--- config.mk ---
export PLATFORM = sky130hd
export DESIGN_NAME = arhp_top
export DESIGN_NICKNAME = d
export VERILOG_FILES = /design/src/arhp_pkg.sv /design/src/arhp_top.sv
export VERILOG_INCLUDE_DIRS = /design/src
export SDC_FILE = /design/constraint.sdc
export NUM_CORES = 1
export LEC_CHECK = 0
export BUFFER_PORTS_ARGS = -buffer_cell sky130_fd_sc_hd__buf_2
export CAP_MARGIN = 20
export CORE_UTILIZATION = 55
export DETAILED_ROUTE_END_ITERATION = 6
export PLACE_DENSITY = 0.77
export SKIP_LAST_GASP = 1
export SYNTH_ARGS = -nofsm -noshare
export SYNTH_HDL_FRONTEND = slang
export SYNTH_SLANG_ARGS = --single-unit
--- constraint.sdc ---
create_clock -name clk_sys -period 3.9 [get_ports clk_sys]
set_input_delay 0.585 -clock clk_sys [delete_from_list [all_inputs] [get_ports clk_sys]]
set_output_delay 0.585 -clock clk_sys [all_outputs]
set_load 0.005 [all_outputs]
--- src/arhp_map.svh ---
/*
  register offsets, field positions, reset values and timing counts for the
  converter register and host port block. definitions only.
*/
`ifndef ARHP_MAP_SVH
`define ARHP_MAP_SVH
// ----------------------------------------------------------------
// register addresses
// ----------------------------------------------------------------
`define ARHP_ADDR_RESULT 2'h0
`define ARHP_ADDR_GAIN 2'h1
`define ARHP_ADDR_OFFSET 2'h2
`define ARHP_ADDR_CONTROL 2'h3
// ----------------------------------------------------------------
// control fields
// ----------------------------------------------------------------
`define ARHP_CTL_SLEEP 13
`define ARHP_CTL_EXT_BANDGAP 12
`define ARHP_CTL_TWOS_COMP 11
`define ARHP_CTL_CHECK_HI 10
`define ARHP_CTL_CHECK_LO 8
`define ARHP_CTL_TRIM_BYPASS 7
`define ARHP_GAIN_HI 2
`define ARHP_OFFSET_HI 7
// ----------------------------------------------------------------
// reset values
// ----------------------------------------------------------------
`define ARHP_RST_GAIN 3'h0
`define ARHP_RST_OFFSET 8'h00
`define ARHP_RST_CONTROL 14'h0000
// ----------------------------------------------------------------
// timing: latency of 9.5 sample clocks, rounded up to rising stages; the
// half cycle is taken back by the falling-edge stage after the pipe
// ----------------------------------------------------------------
`define ARHP_LATENCY_HALF_CYCLES 19
`define ARHP_PIPE_DEPTH ((`ARHP_LATENCY_HALF_CYCLES + 1) / 2)
`define ARHP_MID_CODE 14'h2000
`define ARHP_MAX_CODE 14'h3FFF
`endif

--- src/arhp_pkg.sv ---
/*
  types shared by the converter register and host port block.
  assumes arhp_map.svh is compiled alongside.
*/
package arhp_pkg;
  // ----------------------------------------------------------------
  // self-check input routing
  // ----------------------------------------------------------------
  typedef enum logic [2:0] {
    ARHP_CHK_NORMAL = 3'h0,
    ARHP_CHK_BOTH_NEG = 3'h1,
    ARHP_CHK_CM_NEG = 3'h2,
    ARHP_CHK_POS_NEG = 3'h3,
    ARHP_CHK_NORMAL_ALT = 3'h4,
    ARHP_CHK_BOTH_POS = 3'h5,
    ARHP_CHK_NEG_CM = 3'h6,
    ARHP_CHK_NEG_POS = 3'h7
  } arhp_check_type;

  // ----------------------------------------------------------------
  // analog front-end steering
  // ----------------------------------------------------------------
  typedef struct packed {
    logic sleep_mode;
    logic ext_bandgap;
    logic [2:0] gain_code;
    logic [1:0] pos_src;
    logic [1:0] neg_src;
  } arhp_analog_type;

  // sample carried through the pipeline
  typedef struct packed {
    logic [13:0] code;
    logic range_exceeded;
  } arhp_sample_type;
endpackage

--- src/arhp_top.sv ---
/*
  converter register and host port: four registers, read as 14-bit words, selected by two
  address lines, output formatting, offset trim, range flag pipeline and
  analog steering.
  assumes: core codes arrive as offset-binary once per rising clk_sys edge; host
  pins are synchronous to clk_sys; data pins resolved by the bench.
*/
`include "arhp_map.svh"
module arhp_top #(
  parameter int DEPTH = `ARHP_PIPE_DEPTH
) (
  // clock and reset
  input wire logic clk_sys,
  input wire logic nrst,
  // converter core
  input wire logic [13:0] core_code,
  input wire logic core_range,
  output arhp_pkg::arhp_analog_type analog_ctl,
  output logic range_exceeded,
  // host bus
  input wire logic [1:0] addr,
  input wire logic select_n,
  input wire logic write_n,
  input wire logic drive_n,
  input wire logic [13:0] data_in,
  output logic [13:0] data_out,
  output logic [13:0] data_oe
);
  // ----------------------------------------------------------------
  // registers
  // ----------------------------------------------------------------
  logic [2:0] gain_setting;
  logic [7:0] offset_trim;
  logic [13:0] converter_control;
  logic [13:0] conversion_result;
  logic write_n_q;
  arhp_pkg::arhp_sample_type pipe [DEPTH];
  arhp_pkg::arhp_sample_type head;

  // ----------------------------------------------------------------
  // write decode
  // ----------------------------------------------------------------
  wire write_edge = write_n & ~write_n_q & ~select_n;
  wire wr_gain = write_edge & (addr == `ARHP_ADDR_GAIN);
  wire wr_offset = write_edge & (addr == `ARHP_ADDR_OFFSET);
  wire wr_control = write_edge & (addr == `ARHP_ADDR_CONTROL);

  always_ff @(posedge clk_sys or negedge nrst)
  begin
    if (!nrst)
    begin
      write_n_q <= 1'b1;
      gain_setting <= `ARHP_RST_GAIN;
      offset_trim <= `ARHP_RST_OFFSET;
      converter_control <= `ARHP_RST_CONTROL;
    end
    else
    begin
      write_n_q <= write_n;
      if (wr_gain)
        gain_setting <= data_in[`ARHP_GAIN_HI:0];
      if (wr_offset)
        offset_trim <= data_in[`ARHP_OFFSET_HI:0];
      // reserved bits are stored as written; the host keeps them zero
      if (wr_control)
        converter_control <= data_in;
    end
  end

  // ----------------------------------------------------------------
  // control fields
  // ----------------------------------------------------------------
  wire sleep_mode = converter_control[`ARHP_CTL_SLEEP];
  wire ext_bandgap = converter_control[`ARHP_CTL_EXT_BANDGAP];
  wire twos_comp = converter_control[`ARHP_CTL_TWOS_COMP];
  wire trim_bypass = converter_control[`ARHP_CTL_TRIM_BYPASS];
  wire [2:0] self_check_sel =
    converter_control[`ARHP_CTL_CHECK_HI:`ARHP_CTL_CHECK_LO];

  // ----------------------------------------------------------------
  // analog steering: source 0 signal, 1 ref-, 2 ref+, 3 common mode
  // ----------------------------------------------------------------
  logic [1:0] pos_src;
  logic [1:0] neg_src;
  always_comb
  begin
    case (arhp_pkg::arhp_check_type'(self_check_sel))
      arhp_pkg::ARHP_CHK_BOTH_NEG:
      begin
        pos_src = 2'h1;
        neg_src = 2'h1;
      end
      arhp_pkg::ARHP_CHK_CM_NEG:
      begin
        pos_src = 2'h3;
        neg_src = 2'h1;
      end
      arhp_pkg::ARHP_CHK_POS_NEG:
      begin
        pos_src = 2'h2;
        neg_src = 2'h1;
      end
      arhp_pkg::ARHP_CHK_BOTH_POS:
      begin
        pos_src = 2'h2;
        neg_src = 2'h2;
      end
      arhp_pkg::ARHP_CHK_NEG_CM:
      begin
        pos_src = 2'h1;
        neg_src = 2'h3;
      end
      arhp_pkg::ARHP_CHK_NEG_POS:
      begin
        pos_src = 2'h1;
        neg_src = 2'h2;
      end
      default:
      begin
        pos_src = 2'h0;
        neg_src = 2'h0;
      end
    endcase
  end

  always_ff @(posedge clk_sys or negedge nrst)
  begin
    if (!nrst)
      analog_ctl <= '0;
    else
      analog_ctl <= '{sleep_mode, ext_bandgap, gain_setting,
                      pos_src, neg_src};
  end

  // ----------------------------------------------------------------
  // trim and format
  // ----------------------------------------------------------------
  // trim is applied on the offset-binary code and saturates so that a
  // large correction cannot wrap a full-scale code to the other end
  wire signed [15:0] trimmed = $signed({2'b00, core_code}) +
    (trim_bypass ? 16'sh0000 : 16'(signed'(offset_trim)));
  wire [13:0] clamped = trimmed < 0 ? 14'h0000 :
    (trimmed > $signed({2'b00, `ARHP_MAX_CODE}) ? `ARHP_MAX_CODE :
    trimmed[13:0]);
  // twos complement is offset binary with the top bit flipped
  wire [13:0] formatted = twos_comp ? (clamped ^ `ARHP_MID_CODE) :
    clamped;
  assign head = '{formatted, core_range};

  // ----------------------------------------------------------------
  // latency pipeline, range flag travels with its code
  // ----------------------------------------------------------------
  always_ff @(posedge clk_sys or negedge nrst)
  begin
    if (!nrst)
    begin
      for (int i = 0; i < DEPTH; i++)
        pipe[i] <= '0;
    end
    else
    begin
      pipe[0] <= head;
      for (int i = 1; i < DEPTH; i++)
        pipe[i] <= pipe[i-1];
    end
  end

  // the half cycle of latency falls on the falling edge
  arhp_pkg::arhp_sample_type tail;
  always_ff @(negedge clk_sys or negedge nrst)
  begin
    if (!nrst)
      tail <= '0;
    else
      tail <= pipe[DEPTH-1];
  end
  assign conversion_result = tail.code;
  assign range_exceeded = tail.range_exceeded;

  // ----------------------------------------------------------------
  // read mux and pin drive
  // ----------------------------------------------------------------
  wire [13:0] read_word =
    addr == `ARHP_ADDR_RESULT ? conversion_result :
    addr == `ARHP_ADDR_GAIN ? {11'h000, gain_setting} :
    addr == `ARHP_ADDR_OFFSET ? {6'h00, offset_trim} :
    converter_control;

  always_ff @(posedge clk_sys or negedge nrst)
  begin
    if (!nrst)
      data_out <= 14'h0000;
    else
      data_out <= read_word;
  end
  assign data_oe = {14{~drive_n}};
endmodule
After elaboration in Yosys (flattened, before gate mapping)
Index checks and enable logic that the tools add are counted.

Bits in latches: 0. Bits in writable memories: 0. Bits of input ports: 36. Bits in read-only memories: 0. Memories: 0. Bits in registers: 214. Output and inout bits: 38.

Add/subtract/negate cells: 1. Reduce and logical (&&, ||, !) cells: 5. Shift operators: 0. $mul: 0. Multiplexer cells: 9. Equal/unequal tests: 9. $lt $le $gt $ge: 2. Bitwise operators: 9. Div/mod/pow operators: 0.

Operators by type and width (number): 14-bit 2-to-1 mux (6); 15-bit by 16-bit adder with 16-bit output (1); 16-bit by 15-bit > comparator with 1-bit output (second input constant) (1); 16-bit by 1-bit < comparator with 1-bit output (second input constant) (1); 16-bit 2-to-1 mux (1); 2-bit one-hot mux with 3 select lines (2); 3-bit == test (second input constant) (3); 3-bit by 2-bit == test with 1-bit output (second input constant) (2); 3-bit OR reduction (2); 1-bit AND (5); 2-bit == test (second input constant) (2); 1-bit inverter (4); 2-bit OR reduction (2); 3-bit by 1-bit == test with 1-bit output (second input constant) (1); 2-bit by 1-bit == test with 1-bit output (second input constant) (1); 2-bit zero test (1).

Longest topological paths before layout
Gate-level depths: netlist (run 1).

Depth after elaboration: 7. Mapped depth: 12. Gate-level depth less buffers: 11.

==> run metrics, run 1 <==
Final Wtd Congestion=0.872; Syn Std Cell Area=7140 µm²; register area share after synthesis=75.0%; DRT Pass-1 Iters=4; slew margin rel.=45.4%; residual DRC count=0; total gr overflow=0; hold_buf cts=0; Clock Latency Late Sink=0.49 ns; TritonCTS clock tree=done; CTS Root Cell=clkbuf_16; Via density=5.29; pins over their slew limit=0; critical path endpoint category=output port; worst clock skew=0.0252 ns; wire per inst=18.4 µm; clk sinks=214; Mean Syn Cell Area=16.2 µm²; final count of hold timing violations=0; CP Capture Point=range_exceeded; Die Y=116 µm; DR vias=3705; P&R area growth vs syn=15.7%; reg2reg path depth=11; Post-Syn Instances=441; final hold slack=0.0886 ns; final setup vio count=0; crit path kind=flop to output port; TNS Setup=0 ns; diodes inserted=0; initial antenna violation count=0; Cell variety after synth=70; Reg2Reg Capture Point=pipe[149]$_DFF_PN0_; EDFF count, synth=0; crit path from=range_exceeded$_DFF_NN0_; Worst Setup Start Kind=flop; area leader, netlist=dfrtp_1; Setup WS post-layout=0.399 ns; max-cap viol count=0; Initial Utilization=56.6%; most frequent cell after synthesis=dfrtp_1; share of layout cells above drive strength 1=29.7%; post-synthesis async set-or-reset flop share=100%; most common library cells after synthesis=dfrtp_1, mux2_2, a21oi_1; hpwl dp=7940 µm; post-CTS setup buffers=0; final core utilization=65.5%; Resized cells post-CTS=0; CTS Buf Count=20; Die ar.=13400 µm²; Core Region=12600 µm²; CP Buf/Inv Count=1; initial drt markers=272; RSZ-0062 raised after global routing=no; largest net degree at the start of global routing=69; worst path cell trace=buf_2; Fillers=872; crit-path max cell delay=0.37 ns; Crit-path slowest cell=dfrtn_1; Hold WC Path Type=input pin to async pin; Worst R2R Start=converter_control[7]$_DFFE_PN0P_; deepest clock path buffer count=3; FF+latch count, synth=214; Crit path depth=1; total routed wirelength=12900 µm; # rows=41; Setup WS pre-CTS=0.741 ns; H-tree depth=1; top-area cell type share of the netlist area=69.4%; fin nets=560; # port buffers=73; Power Density=735 nW/µm²; GRT Util Overall=20.7%; IO Count=74; critical path's top delay family=flip-flops; Worst Tran Pin Value=0.816 ns; vias in the first global route=3869; ys flop type=dfrtp_1; Routed Antenna Nets=0; synth warn=0; VDD IR-drop max=0.345 mV; reg2reg setup slack=0.63 ns; synth top area cells=dfrtp_1, dfrtn_1, mux2_2, buf_4, ha_1; Die X=116 µm; CP required=3.31 ns; status=complete, no violations; Leakage Power=3.82 nW; first-pass GRT wire length=20600 µm; Clk pin slew, worst setup/hold paths=0.06 ns; post-synth net total=486; crit path max fanout=1; critical path data arrival time=2.92 ns
state kept, by name (all words and copies together), names as in the netlist:
register           flops
offset_trim            8
data_out              14
converter_control     14
write_n_q              1
pipe                 150
analog_ctl             9
gain_setting           3
conversion_result     14
range_exceeded         1
cell families (layout without fill, tap and decap cells):
group,Yosys count,in the layout,share of synthesized area [%]
DFF,214,214,75.0
AOI/OAI and AO/OA,73,73,8.13
and+or+nand+nor,68,68,5.40
muxes,35,35,5.98
buffers and inverters,33,121,2.66
adders and majority gates,9,9,1.68
xor gates and xnor gates,9,9,1.10
power breakdown:
part	leakage [nW]	switching, mW	internal [mW]
Sequential	2.52	0.317	3.10
Clock	0.316	0.759	1.16
Combinational	0.985	0.400	0.337
layer usage:
metal	track usage, %	wire length, µm	vias to the layer above
met5	0	0	-
met4	7.61	337	0
met3	2.98	535	36
met2	34.9	6430	114
met1	27.8	5590	1892
li1	-	-	1663
stage by stage:
| stage | std cells | area [µm²] | total power, mW |
|---|---|---|---|
| after detailed placement | 665 | 7600 | 4.15 |
| after floorplan | 441 | 7140 | 3.80 |
| after global placement | 665 | 7600 | 4.08 |
| final | 701 | 8260 | 6.08 |
| after CTS | 701 | 8260 | 6.15 |
| after global routing | 701 | 8260 | 6.38 |
layout by cell type (no fill, tap or decap), drive strengths merged, types with 3 or more instances in the layout:
cell | netlist | routed
a21o | 5 | 5
a21oi | 18 | 18
a22o | 11 | 11
a22oi | 3 | 3
and2 | 4 | 4
buf | 18 | 77
clkbuf | 8 | 33
dfrtn | 15 | 15
dfrtp | 198 | 198
ha | 8 | 8
inv | 7 | 7
mux2 | 31 | 31
mux4 | 3 | 3
nand2 | 10 | 10
nand2b | 5 | 5
nand3 | 6 | 6
nand3b | 3 | 3
nor2 | 15 | 15
nor2b | 8 | 8
nor3 | 5 | 5
o21a | 4 | 4
o21ai | 7 | 7
or3 | 3 | 3
xnor2 | 7 | 7
worst min path at each step:
stage	start	slack, ns	cells after the start	end
2_1_floorplan	nrst	0.29	0	analog_ctl[0]$_DFF_PN0_
3_3_place_gp	pipe[100]$_DFF_PN0_	0.33	0	pipe[85]$_DFF_PN0_
3_5_place_dp	pipe[36]$_DFF_PN0_	0.33	0	pipe[21]$_DFF_PN0_
4_1_cts	nrst	0.11	1	pipe[57]$_DFF_PN0_
5_1_grt	nrst	0.13	1	pipe[0]$_DFF_PN0_
6_report	nrst	0.09	1	data_out[2]$_DFF_PN0_
layout make-up:
cell class	instances	area [µm²]	area share, %
Tap cell	172	215	2.61
Inverter	7	26.3	0.318
Clock inverter	4	72.6	0.879
Multi-Input combinational cell	194	1590	19.3
Timing Repair Buffer	78	412	4.98
Clock buffer	32	587	7.10
Sequential cell	214	5360	64.8
No activity file was read; power rests on OpenSTA's default activity.
==> run 2: changes to the inputs <==
--- a/config.mk
+++ b/config.mk
@@ -8,9 +8,9 @@
 export LEC_CHECK = 0
 export BUFFER_PORTS_ARGS = -buffer_cell sky130_fd_sc_hd__buf_2
 export CAP_MARGIN = 20
-export CORE_UTILIZATION = 55
+export CORE_UTILIZATION = 38
 export DETAILED_ROUTE_END_ITERATION = 6
-export PLACE_DENSITY = 0.77
+export PLACE_DENSITY = 0.58
 export SKIP_LAST_GASP = 1
 export SYNTH_ARGS = -nofsm -noshare
 export SYNTH_HDL_FRONTEND = slang
==> constraint.sdc (replaced) <==
create_clock -name clk_sys -period 4.35 [get_ports clk_sys]
set_input_delay 0.6525 -clock clk_sys [delete_from_list [all_inputs] [get_ports clk_sys]]
set_output_delay 0.6525 -clock clk_sys [all_outputs]
set_load 0.005 [all_outputs]
==> run metrics, run 2 (synthesized netlist as in run 1, its figures left out) <==
TNS Setup=0 ns (unchanged); max reg flops=150 (unchanged); Power Density=658 nW/µm² (was 735 nW/µm²); Post-Layout Cell Count=759 (was 701); hpwl dp=7810 µm (was 7940 µm); clock power share=33.8% (was 31.7%); TritonCTS clock tree=done (unchanged); critical path data arrival time=3.16 ns (was 2.92 ns); total gr overflow=0 (unchanged); CTS Root Cell=clkbuf_16 (unchanged); Reg power frac=54.7% (was 56.2%); # port buffers=73 (unchanged); IO Count=74 (unchanged); crit-path max cell delay=0.38 ns (was 0.37 ns); Core Region=18200 µm² (was 12600 µm²); combinational power share=11.6% (was 12.1%); residual DRC count=24 (was 0); Die X=139 µm (was 116 µm); CP Buf/Inv Count=1 (unchanged); final count of hold timing violations=0 (unchanged); post-CTS setup buffers=0 (unchanged); Die Y=139 µm (was 116 µm); Die ar.=19300 µm² (was 13400 µm²); Hold WC Path Type=input pin to async pin (unchanged); Resized cells post-CTS=0 (unchanged); clk sinks=214 (unchanged); crit path max fanout=1 (unchanged); Final Wtd Congestion=0.762 (was 0.872); reg2reg path depth=11 (unchanged); crit path kind=flop to output port (unchanged); first-pass GRT wire length=19800 µm (was 20600 µm); initial antenna violation count=1 (was 0); vias in the first global route=3821 (was 3869); critical path's top delay family=flip-flops (unchanged); RSZ-0062 raised after global routing=no (unchanged); Crit-path slowest cell=dfrtn_1 (unchanged); Reg2Reg Capture Point=pipe[149]$_DFF_PN0_ (unchanged); Initial Utilization=39.2% (was 56.6%); total routed wirelength=11800 µm (was 12900 µm); fin nets=559 (was 560); CP Capture Point=range_exceeded (unchanged); GRT Util Overall=12.8% (was 20.7%); Cells after DPL=720 (was 665); DR vias=3666 (was 3705); sw frac=23.2% (was 24.3%); Worst Setup Start Kind=flop (unchanged); most common cell after layout, fill and taps aside=dfrtp_1 (unchanged); final setup vio count=0 (unchanged); Fillers=1601 (was 872); DRT Pass-1 Iters=7 (was 4); P&R area growth vs syn=17.5% (was 15.7%); initial drt markers=146 (was 272); CTS Buf Count=21 (was 20); max-cap viol count=0 (unchanged); worst clock skew=0.0229 ns (was 0.0252 ns); Leakage Power=3.85 nW (was 3.82 nW); deepest clock path buffer count=3 (unchanged); share of layout cells above drive strength 1=30.4% (was 29.7%); Worst Tran Pin Value=0.754 ns (was 0.816 ns); # rows=49 (was 41); critical path endpoint category=output port (unchanged); Psw=1.28 mW (was 1.48 mW); largest net degree at the start of global routing=76 (was 69); crit path from=range_exceeded$_DFF_NN0_ (unchanged); status=complete, but fails checks (was complete, no violations); Routed Antenna Nets=0 (unchanged); Clock Latency Late Sink=0.50 ns (was 0.49 ns); CP required=3.70 ns (was 3.31 ns); hold_buf cts=0 (unchanged); reg2reg setup slack=1.24 ns (was 0.63 ns); worst path cell trace=buf_2 (unchanged); slew margin rel.=49.5% (was 45.4%); VDD IR-drop max=0.244 mV (was 0.345 mV); H-tree depth=1 (unchanged); Int Pwr=4.24 mW (was 4.60 mW); Via density=4.83 (was 5.29); Worst R2R Start=converter_control[7]$_DFFE_PN0P_ (unchanged); Largest Register=pipe (unchanged); wire per inst=15.5 µm (was 18.4 µm); most frequent cells in the layout=dfrtp_1, buf_2, mux2_2 (unchanged); Clk pin slew, worst setup/hold paths=0.06 ns (about the same); Crit path depth=1 (unchanged); pins over their slew limit=0 (unchanged); failing checks=DRC
==> run 2: worst min-delay path by stage <==
stage / startpoint / to / slack [ns] / cells after the start
floorplan: pipe[15]$_DFF_PN0_ / pipe[0]$_DFF_PN0_ / 0.33 / 0
global placement: pipe[55]$_DFF_PN0_ / pipe[40]$_DFF_PN0_ / 0.33 / 0
detailed placement: pipe[118]$_DFF_PN0_ / pipe[103]$_DFF_PN0_ / 0.33 / 0
CTS: nrst / converter_control[3]$_DFFE_PN0P_ / 0.19 / 1
global route: nrst / pipe[2]$_DFF_PN0_ / 0.21 / 1
finish: nrst / converter_control[2]$_DFFE_PN0P_ / 0.17 / 1
==> run 2: power by group through the flow <==
stage / sequential [mW] / combinational [mW] / clock [mW]
6_report: 3.02 / 0.639 / 1.86
4_1_cts: 3.04 / 0.650 / 1.92
5_1_grt: 3.11 / 0.711 / 2.00
3_5_place_dp: 3.06 / 0.644 / 0
2_1_floorplan: 2.96 / 0.443 / 0
3_3_place_gp: 3.02 / 0.637 / 0
==> run 2: layout make-up <==
type | instances | area, µm² | area share, %
flip-flops and latches | 214 | 5360 | 63.9
multi-input cells | 194 | 1590 | 19.0
clock buffers | 28 | 572 | 6.82
repair buffers | 76 | 397 | 4.73
well taps | 229 | 287 | 3.42
clock inverters | 10 | 156 | 1.86
inverters | 7 | 26.3 | 0.313
diodes | 1 | 2.50 | 0.0298
==> run 2: per-stage QoR <==
step | area, µm² | total power, mW | hold WS (ns) | setup WS, ns | util [%]
after detailed placement | 7660 | 3.71 | 0.335 | 1.05 | 42.1
after floorplan | 7140 | 3.41 | 0.331 | 1.14 | -
final | 8390 | 5.52 | 0.167 | 0.539 | 46.1
after CTS | 8390 | 5.61 | 0.187 | 0.520 | 46.1
after global routing | 8390 | 5.83 | 0.205 | 0.508 | 46.1
after global placement | 7660 | 3.66 | 0.331 | 1.05 | 42.1
==> run 2: worst register-to-register path: cells and delay by family (launching register included) <==
| family | cells | cell delay [ns] |
|---|---|---|
| flops | 1 | 0.50 |
| simple gates | 4 | 0.78 |
| fa+ha+maj | 2 | 0.60 |
| compound gates | 4 | 1.07 |
| buf+inv | 1 | 0.06 |
==> run 2: routing by layer <==
metal / global-route usage (%) / routed length (µm) / vias up
met3: 2.94 / 751 / 23
met1: 17.5 / 5360 / 1865
met2: 20.6 / 5440 / 111
li1: - / - / 1667
met4: 3.68 / 212 / 0
met5: 0 / 0 / -
